File: src/rtl/sssr_pkg.sv
/*
 * Package for the status summary / service request block: status byte bit
 * positions, group widths, reset values and the command port carrier.
 * Assumes one synchronous clock domain; no other package is needed.
 */
package sssr_pkg;

    // ------------------------------------------------------------------
    // status byte layout
    // ------------------------------------------------------------------
    localparam int SSSR_BIT_ALARM = 1;
    localparam int SSSR_BIT_QUES  = 3;
    localparam int SSSR_BIT_MAV   = 4;
    localparam int SSSR_BIT_STDEV = 5;
    localparam int SSSR_BIT_RQS   = 6;
    localparam int SSSR_BIT_OPER  = 7;
    localparam logic [7:0] SSSR_UNUSED_MASK = 8'h05;

    // ------------------------------------------------------------------
    // group indices and widths
    // ------------------------------------------------------------------
    localparam int SSSR_NGRP   = 4;
    localparam int SSSR_GWIDTH = 16;
    localparam int SSSR_G_ALARM = 0;
    localparam int SSSR_G_QUES  = 1;
    localparam int SSSR_G_STDEV = 2;
    localparam int SSSR_G_OPER  = 3;
    localparam int SSSR_STDEV_OPC_BIT = 0;

    localparam logic [7:0]  SSSR_MASK_RESET  = 8'h00;
    localparam logic [15:0] SSSR_GRP_RESET   = 16'h0000;

    // ------------------------------------------------------------------
    // command port carrier
    // ------------------------------------------------------------------
    typedef enum logic [2:0] {
        SSSR_CMD_NONE,
        SSSR_CMD_CLS,
        SSSR_CMD_PRESET,
        SSSR_CMD_SRE_WR,
        SSSR_CMD_ENA_WR,
        SSSR_CMD_EVT_RD,
        SSSR_CMD_COND_RD,
        SSSR_CMD_ENA_RD
    } sssr_cmd_t;

    typedef struct packed {
        logic       valid;
        sssr_cmd_t  cmd;
        logic [1:0] grp;
        logic [15:0] data;
    } sssr_req_t;

    typedef struct packed {
        logic        valid;
        logic [15:0] data;
    } sssr_rsp_t;

endpackage

File: src/rtl/sssr_top.sv
/*
 * Status summary and service request logic: four register groups summed
 * into the status byte, the status byte mask, the master summary and the
 * service request line, serial poll and a command/response port.
 * Assumes a command decoder presents one command per cycle in program
 * order and that the output buffer reports its occupancy as a level.
 */
`timescale 1ns/1ps
//
// Overview of operation
// - condition bits track live state, reads harmless
// - event bit latches once, repeats ignored
// - event bit holds until read or clear
// - clear-status clears events, keeps masks
// - preset clears group masks; masks writable
// - group summary is OR of masked events
// - message-available rises as buffer holds data
// - message-available drops when buffer fully read
// - group event read clears only its summary
// - fixed status byte bit map, bits 0,2 zero
// - master summary is OR of enabled bits
// - mask clears on zero write, power-on per setting
// - request bit rising asserts service request line
// - serial poll clears request bit, releases line
// - serial poll answered next cycle, out of order
// - byte query matches poll, ordered, keeps request
// - byte query never clears request or line
// - completion bit set after prior work and scan
// - queries return binary-weighted register value
module sssr_top
    import sssr_pkg::*;
#(
    parameter int GWIDTH = SSSR_GWIDTH
) (
    input  wire logic                             sys_clk,
    input  wire logic                             rst,
    input  wire logic                             powerOn,
    input  wire logic                             powerOnClear,
    input  wire logic [SSSR_NGRP*GWIDTH-1:0]      condIn,
    input  wire logic                             outBufNotEmpty,
    input  wire logic                             opcCmd,
    input  wire logic                             busyPrior,
    input  wire logic                             scanRunning,
    input  wire sssr_req_t                        req,
    input  wire logic                             serialPoll,
    input  wire logic                             stbQuery,
    output sssr_rsp_t                             rsp,
    output logic      [7:0]                       pollByte,
    output logic                                  pollValid,
    output logic      [7:0]                       summaryStatusByte,
    output logic      [7:0]                       summaryStatusMask,
    output logic                                  srqOut,
    output logic                                  srqOe
);

    logic [SSSR_NGRP*GWIDTH-1:0] condView;
    logic [SSSR_NGRP*GWIDTH-1:0] evtView;
    logic [SSSR_NGRP*GWIDTH-1:0] enaView;
    logic [SSSR_NGRP*GWIDTH-1:0] condFed;
    logic [SSSR_NGRP-1:0]        grpSummary;
    logic [SSSR_NGRP-1:0]        evtClr;
    logic [SSSR_NGRP-1:0]        enaWr;
    logic                        isCls;
    logic                        isPreset;

    logic [7:0]  mask_q;
    logic [7:0]  mask_d;
    logic        rqs_q;
    logic        rqs_d;
    logic        mssPrev_q;
    logic        mssPrev_d;
    logic        opcPend_q;
    logic        opcPend_d;
    logic        opcPulse;
    sssr_rsp_t   rsp_q;
    sssr_rsp_t   rsp_d;
    logic [7:0]  poll_q;
    logic [7:0]  poll_d;
    logic        pollV_q;
    logic        pollV_d;
    logic [7:0]  sbyte;
    logic        mss;

    // ------------------------------------------------------------------
    // helpers
    // ------------------------------------------------------------------
    function automatic logic [GWIDTH-1:0] grpSlice(
        input logic [SSSR_NGRP*GWIDTH-1:0] v,
        input logic [1:0]                  g
    );
        grpSlice = v[g*GWIDTH +: GWIDTH];
    endfunction

    function automatic logic cmdHit(
        input sssr_req_t r,
        input sssr_cmd_t c
    );
        cmdHit = r.valid && (r.cmd == c);
    endfunction

    // ------------------------------------------------------------------
    // register groups
    // ------------------------------------------------------------------
    assign isCls    = cmdHit(req, SSSR_CMD_CLS);
    assign isPreset = cmdHit(req, SSSR_CMD_PRESET);

    // completion event injected as a one-cycle pulse into the standard group
    always_comb begin
        condFed = condIn;
        condFed[SSSR_G_STDEV*GWIDTH + SSSR_STDEV_OPC_BIT] = opcPulse;
    end

    // kept out of the next-state process so the read path forms no false loop
    assign opcPulse = opcPend_q && !busyPrior && !scanRunning;

    genvar gi;
    generate
        for (gi = 0; gi < SSSR_NGRP; gi++) begin : g_grp
            // a group event read clears that group only, hence its summary only
            assign evtClr[gi] = isCls
                || (cmdHit(req, SSSR_CMD_EVT_RD) && req.grp == 2'(gi));
            assign enaWr[gi]  = cmdHit(req, SSSR_CMD_ENA_WR) && req.grp == 2'(gi);
            sssr_group #(
                .WIDTH(GWIDTH)
            ) u_grp (
                .sys_clk   (sys_clk),
                .rst       (rst),
                .condIn    (condFed[gi*GWIDTH +: GWIDTH]),
                .evtClear  (evtClr[gi]),
                .enaClear  (isPreset),
                .enaWrite  (enaWr[gi]),
                .enaData   (req.data[GWIDTH-1:0]),
                .condOut   (condView[gi*GWIDTH +: GWIDTH]),
                .eventOut  (evtView[gi*GWIDTH +: GWIDTH]),
                .enableOut (enaView[gi*GWIDTH +: GWIDTH]),
                .summary   (grpSummary[gi])
            );
        end
    endgenerate

    // ------------------------------------------------------------------
    // status byte and master summary
    // ------------------------------------------------------------------
    always_comb begin
        sbyte                 = 8'h00;
        sbyte[SSSR_BIT_ALARM] = grpSummary[SSSR_G_ALARM];
        sbyte[SSSR_BIT_QUES]  = grpSummary[SSSR_G_QUES];
        sbyte[SSSR_BIT_MAV]   = outBufNotEmpty;
        sbyte[SSSR_BIT_STDEV] = grpSummary[SSSR_G_STDEV];
        sbyte[SSSR_BIT_OPER]  = grpSummary[SSSR_G_OPER];
        // the mask bit for position 6 is ignored, it is the summary itself
        mss = |(sbyte & mask_q & ~SSSR_UNUSED_MASK);
        sbyte[SSSR_BIT_RQS]   = rqs_q;
    end

    // ------------------------------------------------------------------
    // mask, request bit, completion, responses
    // ------------------------------------------------------------------
    always_comb begin
        mask_d    = mask_q;
        rqs_d     = rqs_q;
        mssPrev_d = mss;
        opcPend_d = opcPend_q;
        rsp_d     = '0;
        poll_d    = poll_q;
        pollV_d   = 1'b0;

        if (powerOn && powerOnClear) begin
            mask_d = SSSR_MASK_RESET;
        end else if (cmdHit(req, SSSR_CMD_SRE_WR)) begin
            mask_d = req.data[7:0];
        end

        // request raised on a rising master summary
        if (mss && !mssPrev_q) begin
            rqs_d = 1'b1;
        end else if (serialPoll) begin
            rqs_d = 1'b0;
        end else if (isCls) begin
            rqs_d = 1'b0;
        end else if (!mss) begin
            rqs_d = 1'b0;
        end

        // poll answers the cycle after its input, ahead of queued commands
        if (serialPoll) begin
            poll_d  = sbyte;
            pollV_d = 1'b1;
        end

        if (opcCmd) begin
            opcPend_d = 1'b1;
        end
        if (opcPulse) begin
            opcPend_d = opcCmd;
        end

        // query answers carry the raw binary-weighted value
        if (stbQuery) begin
            rsp_d.valid = 1'b1;
            rsp_d.data  = {8'h00, sbyte};
        end else if (req.valid) begin
            case (req.cmd)
                SSSR_CMD_EVT_RD: begin
                    rsp_d.valid = 1'b1;
                    rsp_d.data  = grpSlice(evtView, req.grp);
                end
                SSSR_CMD_COND_RD: begin
                    rsp_d.valid = 1'b1;
                    rsp_d.data  = grpSlice(condView, req.grp);
                end
                SSSR_CMD_ENA_RD: begin
                    rsp_d.valid = 1'b1;
                    rsp_d.data  = (req.grp == 2'(SSSR_NGRP - 1) && req.data[0])
                                  ? {8'h00, mask_q} : grpSlice(enaView, req.grp);
                end
                default: begin
                    rsp_d = '0;
                end
            endcase
        end
    end

    always_ff @(posedge sys_clk) begin
        if (rst) begin
            mask_q    <= SSSR_MASK_RESET;
            rqs_q     <= 1'b0;
            mssPrev_q <= 1'b0;
            opcPend_q <= 1'b0;
            rsp_q     <= '0;
            poll_q    <= 8'h00;
            pollV_q   <= 1'b0;
        end else begin
            mask_q    <= mask_d;
            rqs_q     <= rqs_d;
            mssPrev_q <= mssPrev_d;
            opcPend_q <= opcPend_d;
            rsp_q     <= rsp_d;
            poll_q    <= poll_d;
            pollV_q   <= pollV_d;
        end
    end

    // ------------------------------------------------------------------
    // outputs
    // ------------------------------------------------------------------
    assign rsp               = rsp_q;
    assign pollByte          = poll_q;
    assign pollValid         = pollV_q;
    assign summaryStatusByte = sbyte;
    assign summaryStatusMask = mask_q;
    // open drain, active low on the wire: pull low while requesting
    assign srqOut            = 1'b0;
    assign srqOe             = rqs_q;

endmodule

File: src/rtl/sssr_group.sv
/*
 * One status register group: condition, latching event and enable.
 * Assumes commands arrive in order and are pulses one cycle long.
 */
`timescale 1ns/1ps
module sssr_group
    import sssr_pkg::*;
#(
    parameter int WIDTH = 16
) (
    input  wire logic             sys_clk,
    input  wire logic             rst,
    input  wire logic [WIDTH-1:0] condIn,
    input  wire logic             evtClear,
    input  wire logic             enaClear,
    input  wire logic             enaWrite,
    input  wire logic [WIDTH-1:0] enaData,
    output logic      [WIDTH-1:0] condOut,
    output logic      [WIDTH-1:0] eventOut,
    output logic      [WIDTH-1:0] enableOut,
    output logic                  summary
);

    logic [WIDTH-1:0] condPrev_q;
    logic [WIDTH-1:0] condPrev_d;
    logic [WIDTH-1:0] event_q;
    logic [WIDTH-1:0] event_d;
    logic [WIDTH-1:0] enable_q;
    logic [WIDTH-1:0] enable_d;
    logic [WIDTH-1:0] rise;

    // ------------------------------------------------------------------
    // next state
    // ------------------------------------------------------------------
    always_comb begin
        condPrev_d = condIn;
        rise       = condIn & ~condPrev_q;
        // set beats clear; a set bit simply stays, repeats are not counted
        event_d    = (evtClear ? '0 : event_q) | rise;
        enable_d   = enable_q;
        if (enaClear) begin
            enable_d = '0;
        end else if (enaWrite) begin
            enable_d = enaData;
        end
    end

    always_ff @(posedge sys_clk) begin
        if (rst) begin
            condPrev_q <= '0;
            event_q    <= '0;
            enable_q   <= '0;
        end else begin
            condPrev_q <= condPrev_d;
            event_q    <= event_d;
            enable_q   <= enable_d;
        end
    end

    assign condOut   = condIn;
    assign eventOut  = event_q;
    assign enableOut = enable_q;
    assign summary   = |(event_q & enable_q);

endmodule

File: config.mk
export PLATFORM = sky130hd
export DESIGN_NAME = sssr_top
export DESIGN_NICKNAME = d
export VERILOG_FILES = /design/src/rtl/sssr_pkg.sv /design/src/rtl/sssr_top.sv /design/src/rtl/sssr_group.sv
export SDC_FILE = /design/constraint.sdc
export NUM_CORES = 1
export LEC_CHECK = 0
export BUFFER_PORTS_ARGS = -buffer_cell sky130_fd_sc_hd__buf_4
export CORE_UTILIZATION = 44
export CTS_CLUSTER_DIAMETER = 120
export DETAILED_ROUTE_END_ITERATION = 7
export PLACE_DENSITY_LB_ADDON = 0.08
export SLEW_MARGIN = 5
export SYNTH_ARGS = -nofsm -noshare
export SYNTH_HDL_FRONTEND = slang
export SYNTH_SLANG_ARGS = --single-unit
File: constraint.sdc
create_clock -name sys_clk -period 2.1 [get_ports sys_clk]
set_input_delay 0.315 -clock sys_clk [delete_from_list [all_inputs] [get_ports sys_clk]]
set_output_delay 0.315 -clock sys_clk [all_outputs]
set_load 0.005 [all_outputs]
==> results.ini, run 1 <==
[status]
status = finished with violations
violations = negative setup slack

[detailed_routing]
drt_iter0_drc = 459
ant_nets = 0
wirelength_um = 28700
wl_per_cell_um = 22.1
vias_per_cell = 5.43
drt-pass1-iter-count = 5
dr_total_vias = 7067
drc = 0

[place]
dpl_worst_slack_ps = 222
gp_congestion = 0.881
io_buffers = 133
dp_hpwl_um = 20700

[setup_path]
worst-endpoint-arrival_ps = 1910
cpPeakStageDelay_ps = 370
cp-start-kind = register
cp-end-kind = output port
worstPathRequired_ps = 1780
critPathKind = register to output port
crit_chain = a22o_1 -> a221oi_1 -> nand4_1 -> buf_4 -> buf_6
rrSetupSlack_ps = 310
path_max_fanout = 3
cpMaxStageDelayCell = dfxtp_1

[global_routing]
grt-ovfl-total = 0
top_usage_layer = met2
use_met3 = 0.0552
use_met2 = 0.418
grt_max_degree = 73
grt_first_pass_wirelength_um = 43100
grt_util_met1 = 0.361
first_global_vias = 6835
track_usage = 0.265
antenna_found_initial = 3

[logic_synthesis]
synthTopCellsByArea = dfxtp_1 48%, mux4_2 11%, a22o_1 7.3%
syn_inst = 868
yosys.area.top_type_share = 0.483
async_reset_ff_frac = 0
syn_avg_cell_area_sq_um = 10.8
synth_seq_area_share = 0.483
synth_area_sq_um = 9410
synth_edf_count = 0
synth_ff_type = dfxtp_1
synth_top_area_cell = dfxtp_1
synth-seq-cells = 227
synth_cell_types = 44
yosysWarnings = 0

[cells_and_area]
antennaDiodeCount = 0
fillers = 1820
nNetsFinal = 1105
area_delta_synth_final_pct = 25.3
regArea_sq_um = 4590
multi_input_area_sq_um = 4280
drive_above_1_share = 0.304

[clocking]
ctsHtreeMaxLevel = 1
cts_tree = yes
insertion_delay_ps = 520
cts_buffer_depth = 3
cts_inserted_buffers = 25
clk_pin_slew_ps = 60
cts_num_sinks = 227
clockRootBuffer = clkbuf_16

[die]
die-area_sq_um = 22000
core_area_sq_um = 21000
num_rows = 53
fp.dieW_um = 148
initial_core_util = 0.448
die_h_um = 148
io_pins = 140

[timing]
finalHoldViolCount = 0
max_clock_freq_mhz = 450
slew_headroom = 0.509
slew_viol_final = 0
fin_crit_sh = 1.06
setup_violations = 4
rsz0062_at_grt = yes
worst_slack_ps = -124
finalClockSkew_ps = 16.6
worst_pin_slew_ps = 736
min_period_ps = 2220

[hold_path]
min-delay-path-class = input pin to register

[pwr]
power_mw = 10.3
total_leakage_power_nw = 4.95
ir_drop_uv = 512
power_density_nw_per_um2 = 877

[job]
drv_cap = 0

placed cells by master, fill, tap and decap left out, types with 3 or more instances in the layout:
master | Yosys | routed
clkbuf_16 | 0 | 25
conb_1 | 1 | 5
inv_1 | 64 | 64
a21oi_1 | 44 | 44
a21o_1 | 7 | 7
clkbuf_1 | 11 | 5
o211ai_1 | 8 | 8
clkinv_2 | 0 | 4
buf_4 | 19 | 156
mux2i_1 | 55 | 55
a22oi_1 | 15 | 15
nand3b_1 | 3 | 3
bufinv_16 | 0 | 5
nand2_1 | 71 | 71
dfxtp_1 | 227 | 206
buf_12 | 0 | 11
a221oi_2 | 8 | 14
or2_2 | 6 | 6
nand4_1 | 3 | 3
a22o_1 | 78 | 78
buf_6 | 12 | 6
mux4_2 | 46 | 46
nor2_1 | 61 | 61
nor2b_1 | 66 | 66
or2_0 | 3 | 3
dfxtp_4 | 0 | 7
dfxtp_2 | 0 | 14
flip-flops by register name, indices dropped and copies added, names as in the netlist:
register                cells
pollValid                   1
srqOe                       1
g_grp.u_grp.enableOut      64
g_grp.u_grp.condPrev_q     64
g_grp.u_grp.eventOut       64
mssPrev_q                   1
pollByte                    6
summaryStatusMask           8
rsp                        17
opcPend_q                   1
cell families after synthesis:
kind of cell           count (synthesis)  share of synthesized area
buffers and inverters                128                     0.0709
muxes                                104                      0.175
DFF                                  227                      0.483
and+or+nand+nor                      230                      0.122
AOI/OAI and AO/OA                    178                      0.149
other                                  1                   0.000398
final timing paths:
kind,depth (start not counted),from,to
max,5,g_grp[2].u_grp.eventOut[5],summaryStatusByte[5]
min,2,condIn[37],g_grp[2].u_grp.condPrev_q[5]
max reg2reg,5,g_grp[0].u_grp.eventOut[1],srqOe
min reg2reg,1,g_grp[2].u_grp.condPrev_q[0],g_grp[2].u_grp.eventOut[0]
synth_stat cells (2+ instances only):
| library cell | count |
|---|---|
| dfxtp_1 | 227 |
| a22o_1 | 78 |
| nand2_1 | 71 |
| nor2b_1 | 66 |
| inv_1 | 64 |
| nor2_1 | 61 |
| mux2i_1 | 55 |
| mux4_2 | 46 |
| a21oi_1 | 44 |
| buf_2 | 20 |
| buf_4 | 19 |
| a22oi_1 | 15 |
| buf_6 | 12 |
| clkbuf_1 | 11 |
| a221oi_1 | 9 |
| a221oi_2 | 8 |
| o211ai_1 | 8 |
| a21o_1 | 7 |
| or2_2 | 6 |
| nand3b_1 | 3 |
| nand4_1 | 3 |
| or2_0 | 3 |
| and2_1 | 2 |
| and3_1 | 2 |
| buf_1 | 2 |
| mux4_1 | 2 |
| nand2b_1 | 2 |
| nand3_2 | 2 |
| nor2_4 | 2 |
| o21ai_0 | 2 |
| o31ai_1 | 2 |
| or2_1 | 2 |
metal layers:
layer	wire, um	part of all wire
met3	2180	0.076
met5	13	0.00045
met4	853	0.030
met2	13200	0.46
met1	12500	0.43
power breakdown:
group          switching (mW)  internal [mW]  total [mW]
combinational           0.442          0.513       0.955
clock                    1.81           2.85        4.66
sequential              0.210           4.52        4.73
through the flow:
| step | std cells | utilization | setup TNS (ps) | cell area (sq um) | hold WS, ps |
|---|---|---|---|---|---|
| floorplan | 872 | - | 0 | 9430 | 396 |
| global placement | 1244 | 0.509 | 0 | 10700 | 401 |
| detailed placement | 1244 | 0.509 | 0 | 10700 | 406 |
| CTS | 1302 | 0.561 | -362 | 11800 | 53.1 |
| global route | 1302 | 0.561 | -506 | 11800 | 67.7 |
| finish | 1302 | 0.561 | -271 | 11800 | 66.7 |
timing repair:
action	in CTS	in global routing
hold buffers	1	0
setup endpoints to repair	4	4
pin swaps	9	4
gates resized for setup	40	2
hold endpoints to repair	1	0
setup buffers	12	0
critical path, delay by kind of cell (launching register included):
kind                   cells  cell delay [ps]
AO/OA/AOI/OAI              2              450
buffers and inverters      2              330
flip-flops                 1              370
AND/OR/NAND/NOR            1              240
area by class of cell:
cell class	instances	share of cell area
sequential	227	0.389
multi-input combinational	517	0.363
timing repair buffer	174	0.125
clock buffer	31	0.0558
tap	275	0.0292
inverter	64	0.0204
clock inverter	14	0.0179
(Power assumes the default switching activity.)
==> run 2, diff against run 1 <==
==> constraint.sdc (replaced) <==
create_clock -name sys_clk -period 2.1 [get_ports sys_clk]
set_input_delay 0.105 -clock sys_clk [delete_from_list [all_inputs] [get_ports sys_clk]]
set_output_delay 0.105 -clock sys_clk [all_outputs]
set_load 0.005 [all_outputs]
==> run 2 against run 1 <==
  * The flow now finishes without violations
  * Sequential power about the same
  * Flip-flop and latch count is the same
  * Final cell count increased by 5.8%
  * Setup slack gained 160 ps
  * Fmax grew 7.7%
  * Total power down 3.7%
  * Register-to-register slack got worse by 80 ps
  * Final area increased by 5.0%
  * Via count increased by 5.1%
==> results.ini, run 2 (synthesis gave the netlist of run 1 again) <==
[setup_path]
cp_num_buf_inv = 2  ; unchanged
cpPeakStageDelay_ps = 370  ; about the same
cp_common_cell = buf_4
critPathKind = register to output port
cp-start-kind = register
worst-endpoint-arrival_ps = 1960  ; +50 ps
path_max_fanout = 3  ; unchanged
critPathTopFamily = compound AO/OA/AOI/OAI gates
cp-end-kind = output port
crit_chain = a22o_1 -> a221oi_4 -> nand4_1 -> buf_4 -> buf_4
cpMaxStageDelayCell = dfxtp_1
worstPathRequired_ps = 2000  ; +220 ps

[detailed_routing]
drt_iter0_drc = 596  ; +30%
drc = 0  ; unchanged
vias_per_cell = 5.39  ; -0.66%
wl_per_cell_um = 21.3  ; -3.4%
wirelength_um = 29300  ; +2.2%
ant_nets = 0  ; unchanged
drt-pass1-iter-count = 5  ; unchanged
dr_total_vias = 7425  ; +5.1%

[pwr]
combPwrFrac = 0.107  ; +0.015
switching_share = 0.242  ; +0.00409
p_int_mw = 7.54  ; -4.3%
p_clk_frac = 0.418  ; -0.033
power_mw = 9.96  ; -3.7%
ir_drop_uv = 503  ; -1.7%
power_density_nw_per_um2 = 804  ; -8.3%
total_leakage_power_nw = 5.18  ; +4.8%
power.switching_mw = 2.41  ; -2.1%
seqPwrFrac = 0.475  ; +0.018

[timing]
finalHoldViolCount = 0  ; unchanged
min_period_ps = 2070  ; -159 ps
fin_setup_tns_ps = 0  ; +271 ps
fin_crit_sh = 0.983  ; -0.0757
slew_viol_final = 0  ; unchanged
finalClockSkew_ps = 10.3  ; -6.34 ps
max_clock_freq_mhz = 484  ; +7.7%
setup_violations = 0  ; -4
rsz0062_at_grt = no
worst_slack_ps = 34.9  ; +159 ps

[die]
num_rows = 53  ; unchanged
initial_core_util = 0.448  ; unchanged
die-area_sq_um = 22000  ; unchanged
fp.dieW_um = 148  ; unchanged
io_pins = 140  ; unchanged
core_area_sq_um = 21000  ; unchanged
die_h_um = 148  ; unchanged

[cells_and_area]
area_delta_synth_final_pct = 31.5
nNetsFinal = 1183  ; +7.1%
fillers = 1800  ; -1.1%
antennaDiodeCount = 0  ; unchanged
regArea_sq_um = 4550  ; -0.93%
post-route-cell-area_sq_um = 12400  ; +5.0%
multi_input_area_sq_um = 4260  ; -0.61%
final_cell_mix = 226 x dfxtp_1, 153 x buf_4, 91 x dlygate4sd3_1
final_common_cell = dfxtp_1
drive_above_1_share = 0.248  ; -0.0561

[place]
gp_congestion = 0.852  ; -3.2%
dpl_worst_slack_ps = 247  ; +25.3 ps
place_area_sq_um = 10700  ; -0.35%
io_buffers = 133  ; unchanged
dp_hpwl_um = 20700  ; +0.16%

[global_routing]
grt_max_degree = 59  ; -19%
antenna_found_initial = 1  ; -2
use_met3 = 0.0503  ; -0.00491
top_usage_layer = met2
grt_first_pass_wirelength_um = 44000  ; +2.1%
use_met2 = 0.443  ; +0.0249
grt_util_met1 = 0.357  ; -0.00370
first_global_vias = 7211  ; +5.5%
track_usage = 0.269  ; +0.00406
grt-ovfl-total = 0  ; unchanged

[clocking]
cts_buffer_depth = 3  ; unchanged
ctsHtreeMaxLevel = 1  ; unchanged
insertion_delay_ps = 520  ; about the same
cts_tree = yes
cts_inserted_buffers = 25  ; unchanged
cts_num_sinks = 227  ; unchanged
clockRootBuffer = clkbuf_16
clk_pin_slew_ps = 60  ; about the same

[job]
drv_cap = 0  ; unchanged

[status]
status = finished, final reports clean

[hold_path]
min-delay-path-class = input pin to register

## run 2: cell types whose count changed in the layout (fill, tap and decap cells not counted), moves of 2 or more
cell / change
clkbuf_8: +6
buf_6: -6
buf_4: -3
dlygate4sd3_1: +90
dfxtp_1: +20
buf_12: -3
a221oi_2: -5
clkinv_2: -2
clkinv_4: -2
a221oi_1: +5
dfxtp_4: -7
bufinv_16: -5
dfxtp_2: -13
## run 2: tightest hold or removal path, stage by stage
cell and delay, ps:
buf_4 80, a21o_1 250, a21oi_1 60
## run 2: final timing paths
path,slack (ps),startpoint,end,cells past startpoint
setup / recovery,30,g_grp[1].u_grp.eventOut[2],summaryStatusByte[3],5
hold / removal,20,powerOnClear,summaryStatusMask[7],3
setup reg to reg,230,g_grp[0].u_grp.eventOut[2],srqOe,5
hold reg to reg,420,g_grp[2].u_grp.condPrev_q[0],g_grp[2].u_grp.eventOut[0],1
## run 2: final cells by class
type                       instances  share of cell area
clock buffer                      37              0.0598
clock inverter                     5             0.00283
inverter                          64              0.0194
multi-input combinational        517               0.344
sequential                       227               0.367
tap                              275              0.0278
timing repair buffer             252               0.179
## run 2: power by group through the flow
stage	Combinational [mW]	Sequential (mW)	Clock [mW]
after floorplan	0.575	4.70	0
after global placement	0.915	4.81	0
after detailed placement	0.925	4.81	0
after CTS	1.07	4.72	4.21
after global routing	1.14	4.74	4.40
final	1.07	4.72	4.17
## run 2: what timing repair did
action | CTS | global route
pin swaps | 1 | 2
setup endpoints to repair | 2 | 3
hold endpoints to repair | 193 | 0
hold buffers | 92 | 0
resized for setup | 1 | 4
buffers inserted | 0 | 0
## run 2: layer usage
metal / vias to the layer above / routed length (um) / share of wire
met1: 3650 / 12800 / 0.44
met3: 44 / 1910 / 0.065
met2: 250 / 13900 / 0.47
met5: - / 14 / 0.00048
met4: 2 / 758 / 0.026
li1: 3479 / - / -
## run 2: through the flow
| stage | hold WS, ps | util | std cells |
|---|---|---|---|
| final | 21.5 | 0.589 | 1377 |
| after CTS | 14.6 | 0.588 | 1378 |
| after detailed placement | 323 | 0.507 | 1244 |
| after global placement | 318 | 0.507 | 1244 |
| after global routing | 76.3 | 0.589 | 1377 |
| after floorplan | 222 | - | 872 |
==> run 3, diff against run 2 <==
Settings changed: CORE_MARGIN from default to 3.
==> run 3 against run 2 <==
  * Final cell count is 0.15% higher
  * Register-to-register slack better by 50 ps
  * First-iteration DRC count decreased by 6.5%
  * Die area increased by 5.5%
  * Wire length is 2.9% higher
  * Critical path type unchanged
==> results.ini, run 3 (synthesis gave the netlist of run 1 again) <==
[status]
status = finished, final reports clean

[detailed_routing]
drc = 0  ; unchanged
wirelength_um = 30200  ; +2.9%
drt-pass1-iter-count = 6  ; +1
dr_total_vias = 7458  ; +0.44%
wl_per_cell_um = 21.9  ; +2.8%
vias_per_cell = 5.41  ; +0.30%
drt_iter0_drc = 557  ; -6.5%
ant_nets = 0  ; unchanged

[cells_and_area]
fillers = 1721  ; -4.4%
area_delta_synth_final_pct = 32.0
nNetsFinal = 1189  ; +0.51%
post-route-cell-area_sq_um = 12400  ; +0.32%
final_common_cell = dfxtp_1
utilization = 0.602  ; +0.0133
multi_input_area_sq_um = 4270  ; +0.32%
drive_above_1_share = 0.248  ; +0.000464
regArea_sq_um = 4550  ; unchanged
final_cell_mix = 226 x dfxtp_1, 156 x buf_4, 97 x dlygate4sd3_1

[clocking]
postCtsSetupRepairBufs = 0  ; unchanged
cts_tree = yes
clk_pin_slew_ps = 60  ; about the same
insertion_delay_ps = 520  ; about the same
cts_inserted_buffers = 24  ; -4.0%
ctsHtreeMaxLevel = 1  ; unchanged
cts_buffer_depth = 3  ; unchanged
clockRootBuffer = clkbuf_16
cts_num_sinks = 227  ; unchanged

[setup_path]
path_max_fanout = 3  ; unchanged
critPathKind = register to output port
worst-endpoint-arrival_ps = 1930  ; -30 ps
worstPathRequired_ps = 2000  ; about the same
r2r_end = srqOe
cp-end-kind = output port
r2r_start = g_grp[0].u_grp.eventOut[2]
reg2reg_depth = 5  ; unchanged
cp-start-kind = register
rrSetupSlack_ps = 280  ; +50 ps

[timing]
fin_crit_sh = 0.970  ; -0.0130
min_period_ps = 2040  ; -27.3 ps
finalClockSkew_ps = 9.26  ; -1.04 ps
slew_headroom = 0.582
setup_violations = 0  ; unchanged
rsz0062_at_grt = no
finalHoldViolCount = 0  ; unchanged
slew_viol_final = 0  ; unchanged
worst_slack_ps = 62.2  ; +27.3 ps
fin_setup_tns_ps = 0  ; unchanged
max_clock_freq_mhz = 491  ; +1.3%
worst_pin_slew_ps = 626

[place]
gp_congestion = 0.912  ; +7.0%
io_buffers = 133  ; unchanged
dpl_worst_slack_ps = 280  ; +32.3 ps
place_area_sq_um = 10600  ; -0.22%
dp_hpwl_um = 21300  ; +3.1%

[global_routing]
grt_first_pass_wirelength_um = 45900  ; +4.5%
first_global_vias = 7372  ; +2.2%
grt-ovfl-total = 0  ; unchanged
track_usage = 0.253  ; -0.0158
grt_max_degree = 52  ; -12%
antenna_found_initial = 0  ; -1

[die]
num_rows = 52  ; -1.9%
die-area_sq_um = 23200  ; +5.5%
die_h_um = 152  ; +2.7%
initial_core_util = 0.456  ; +0.00861
fp.dieW_um = 152  ; +2.7%
io_pins = 140  ; unchanged
core_area_sq_um = 20600  ; -1.9%

[hold_path]
min-delay-path-class = input pin to register
hold_depth = 3  ; unchanged
min_to = rsp[16]
min_from = req[18]

[pwr]
total_leakage_power_nw = 5.22  ; +0.64%
ir_drop_uv = 582  ; +16%
power_density_nw_per_um2 = 799  ; -0.68%

[job]
drv_cap = 0  ; unchanged

-- run 3: changes by cell type in the layout (fill, tap and decap cells not counted), moves of 3 or more --
cell / before / now
buf_4: 153 / 156
a221oi_1: 7 / 4
dlygate4sd3_1: 91 / 97
a221oi_2: 9 / 12
-- run 3: worst max-delay path by stage --
stage               slack [ps]  depth (start not counted)                   startpoint                   end
global route                10                          5  g_grp[2].u_grp.eventOut[10]  summaryStatusByte[5]
floorplan                  580                          5   g_grp[0].u_grp.eventOut[7]                 srqOe
detailed placement         280                          6   g_grp[3].u_grp.eventOut[4]                 srqOe
CTS                         20                          5  g_grp[1].u_grp.enableOut[2]  summaryStatusByte[3]
global placement           290                          6  g_grp[3].u_grp.eventOut[14]                 srqOe
finish                      60                          5   g_grp[0].u_grp.eventOut[2]  summaryStatusByte[1]
-- run 3: repair_timing --
action,in CTS,in global routing
endpoints found under the hold margin,202,0
pin swaps,1,2
hold buffers,97,0
cloned,0,0
endpoints found under the setup margin,2,3
gates resized for setup,4,3
-- run 3: per-layer routing --
| layer | global-route usage | wire, um |
|---|---|---|
| met1 | 0.355 | 13600 |
| met2 | 0.410 | 14000 |
| met3 | 0.0542 | 2050 |
| met4 | 0.0492 | 505 |
| met5 | 0 | 0 |
-- run 3: worst max-delay path: stages (launching register included) --
cell	delay [ps]
dfxtp_1	400
a22o_1	220
a221oi_2	260
nand4_2	190
buf_4	200
buf_4	130
-- run 3: metrics by stage --
stage               total power, mW  instances  hold WS (ps)
global placement               5.73       1240           316
detailed placement             5.74       1240           320
CTS                            9.97       1378          17.3
finish                         9.92       1379          37.3
floorplan                      5.27        872           222
global route                   10.3       1378          39.5
-- run 3: cell type report --
| type | count | area share |
|---|---|---|
| sequential | 227 | 0.366 |
| multi-input combinational | 517 | 0.344 |
| timing repair buffer | 259 | 0.182 |
| clock buffer | 34 | 0.0554 |
| tap | 270 | 0.0272 |
| inverter | 64 | 0.0193 |
| clock inverter | 7 | 0.00604 |
| antenna | 1 | 0.000201 |
-- run 3: power breakdown --
group	internal, mW	switching, mW	leakage (nW)
clock	2.40	1.72	0.378
combinational	0.605	0.469	2.97
sequential	4.52	0.213	1.87
total	7.52	2.40	5.22
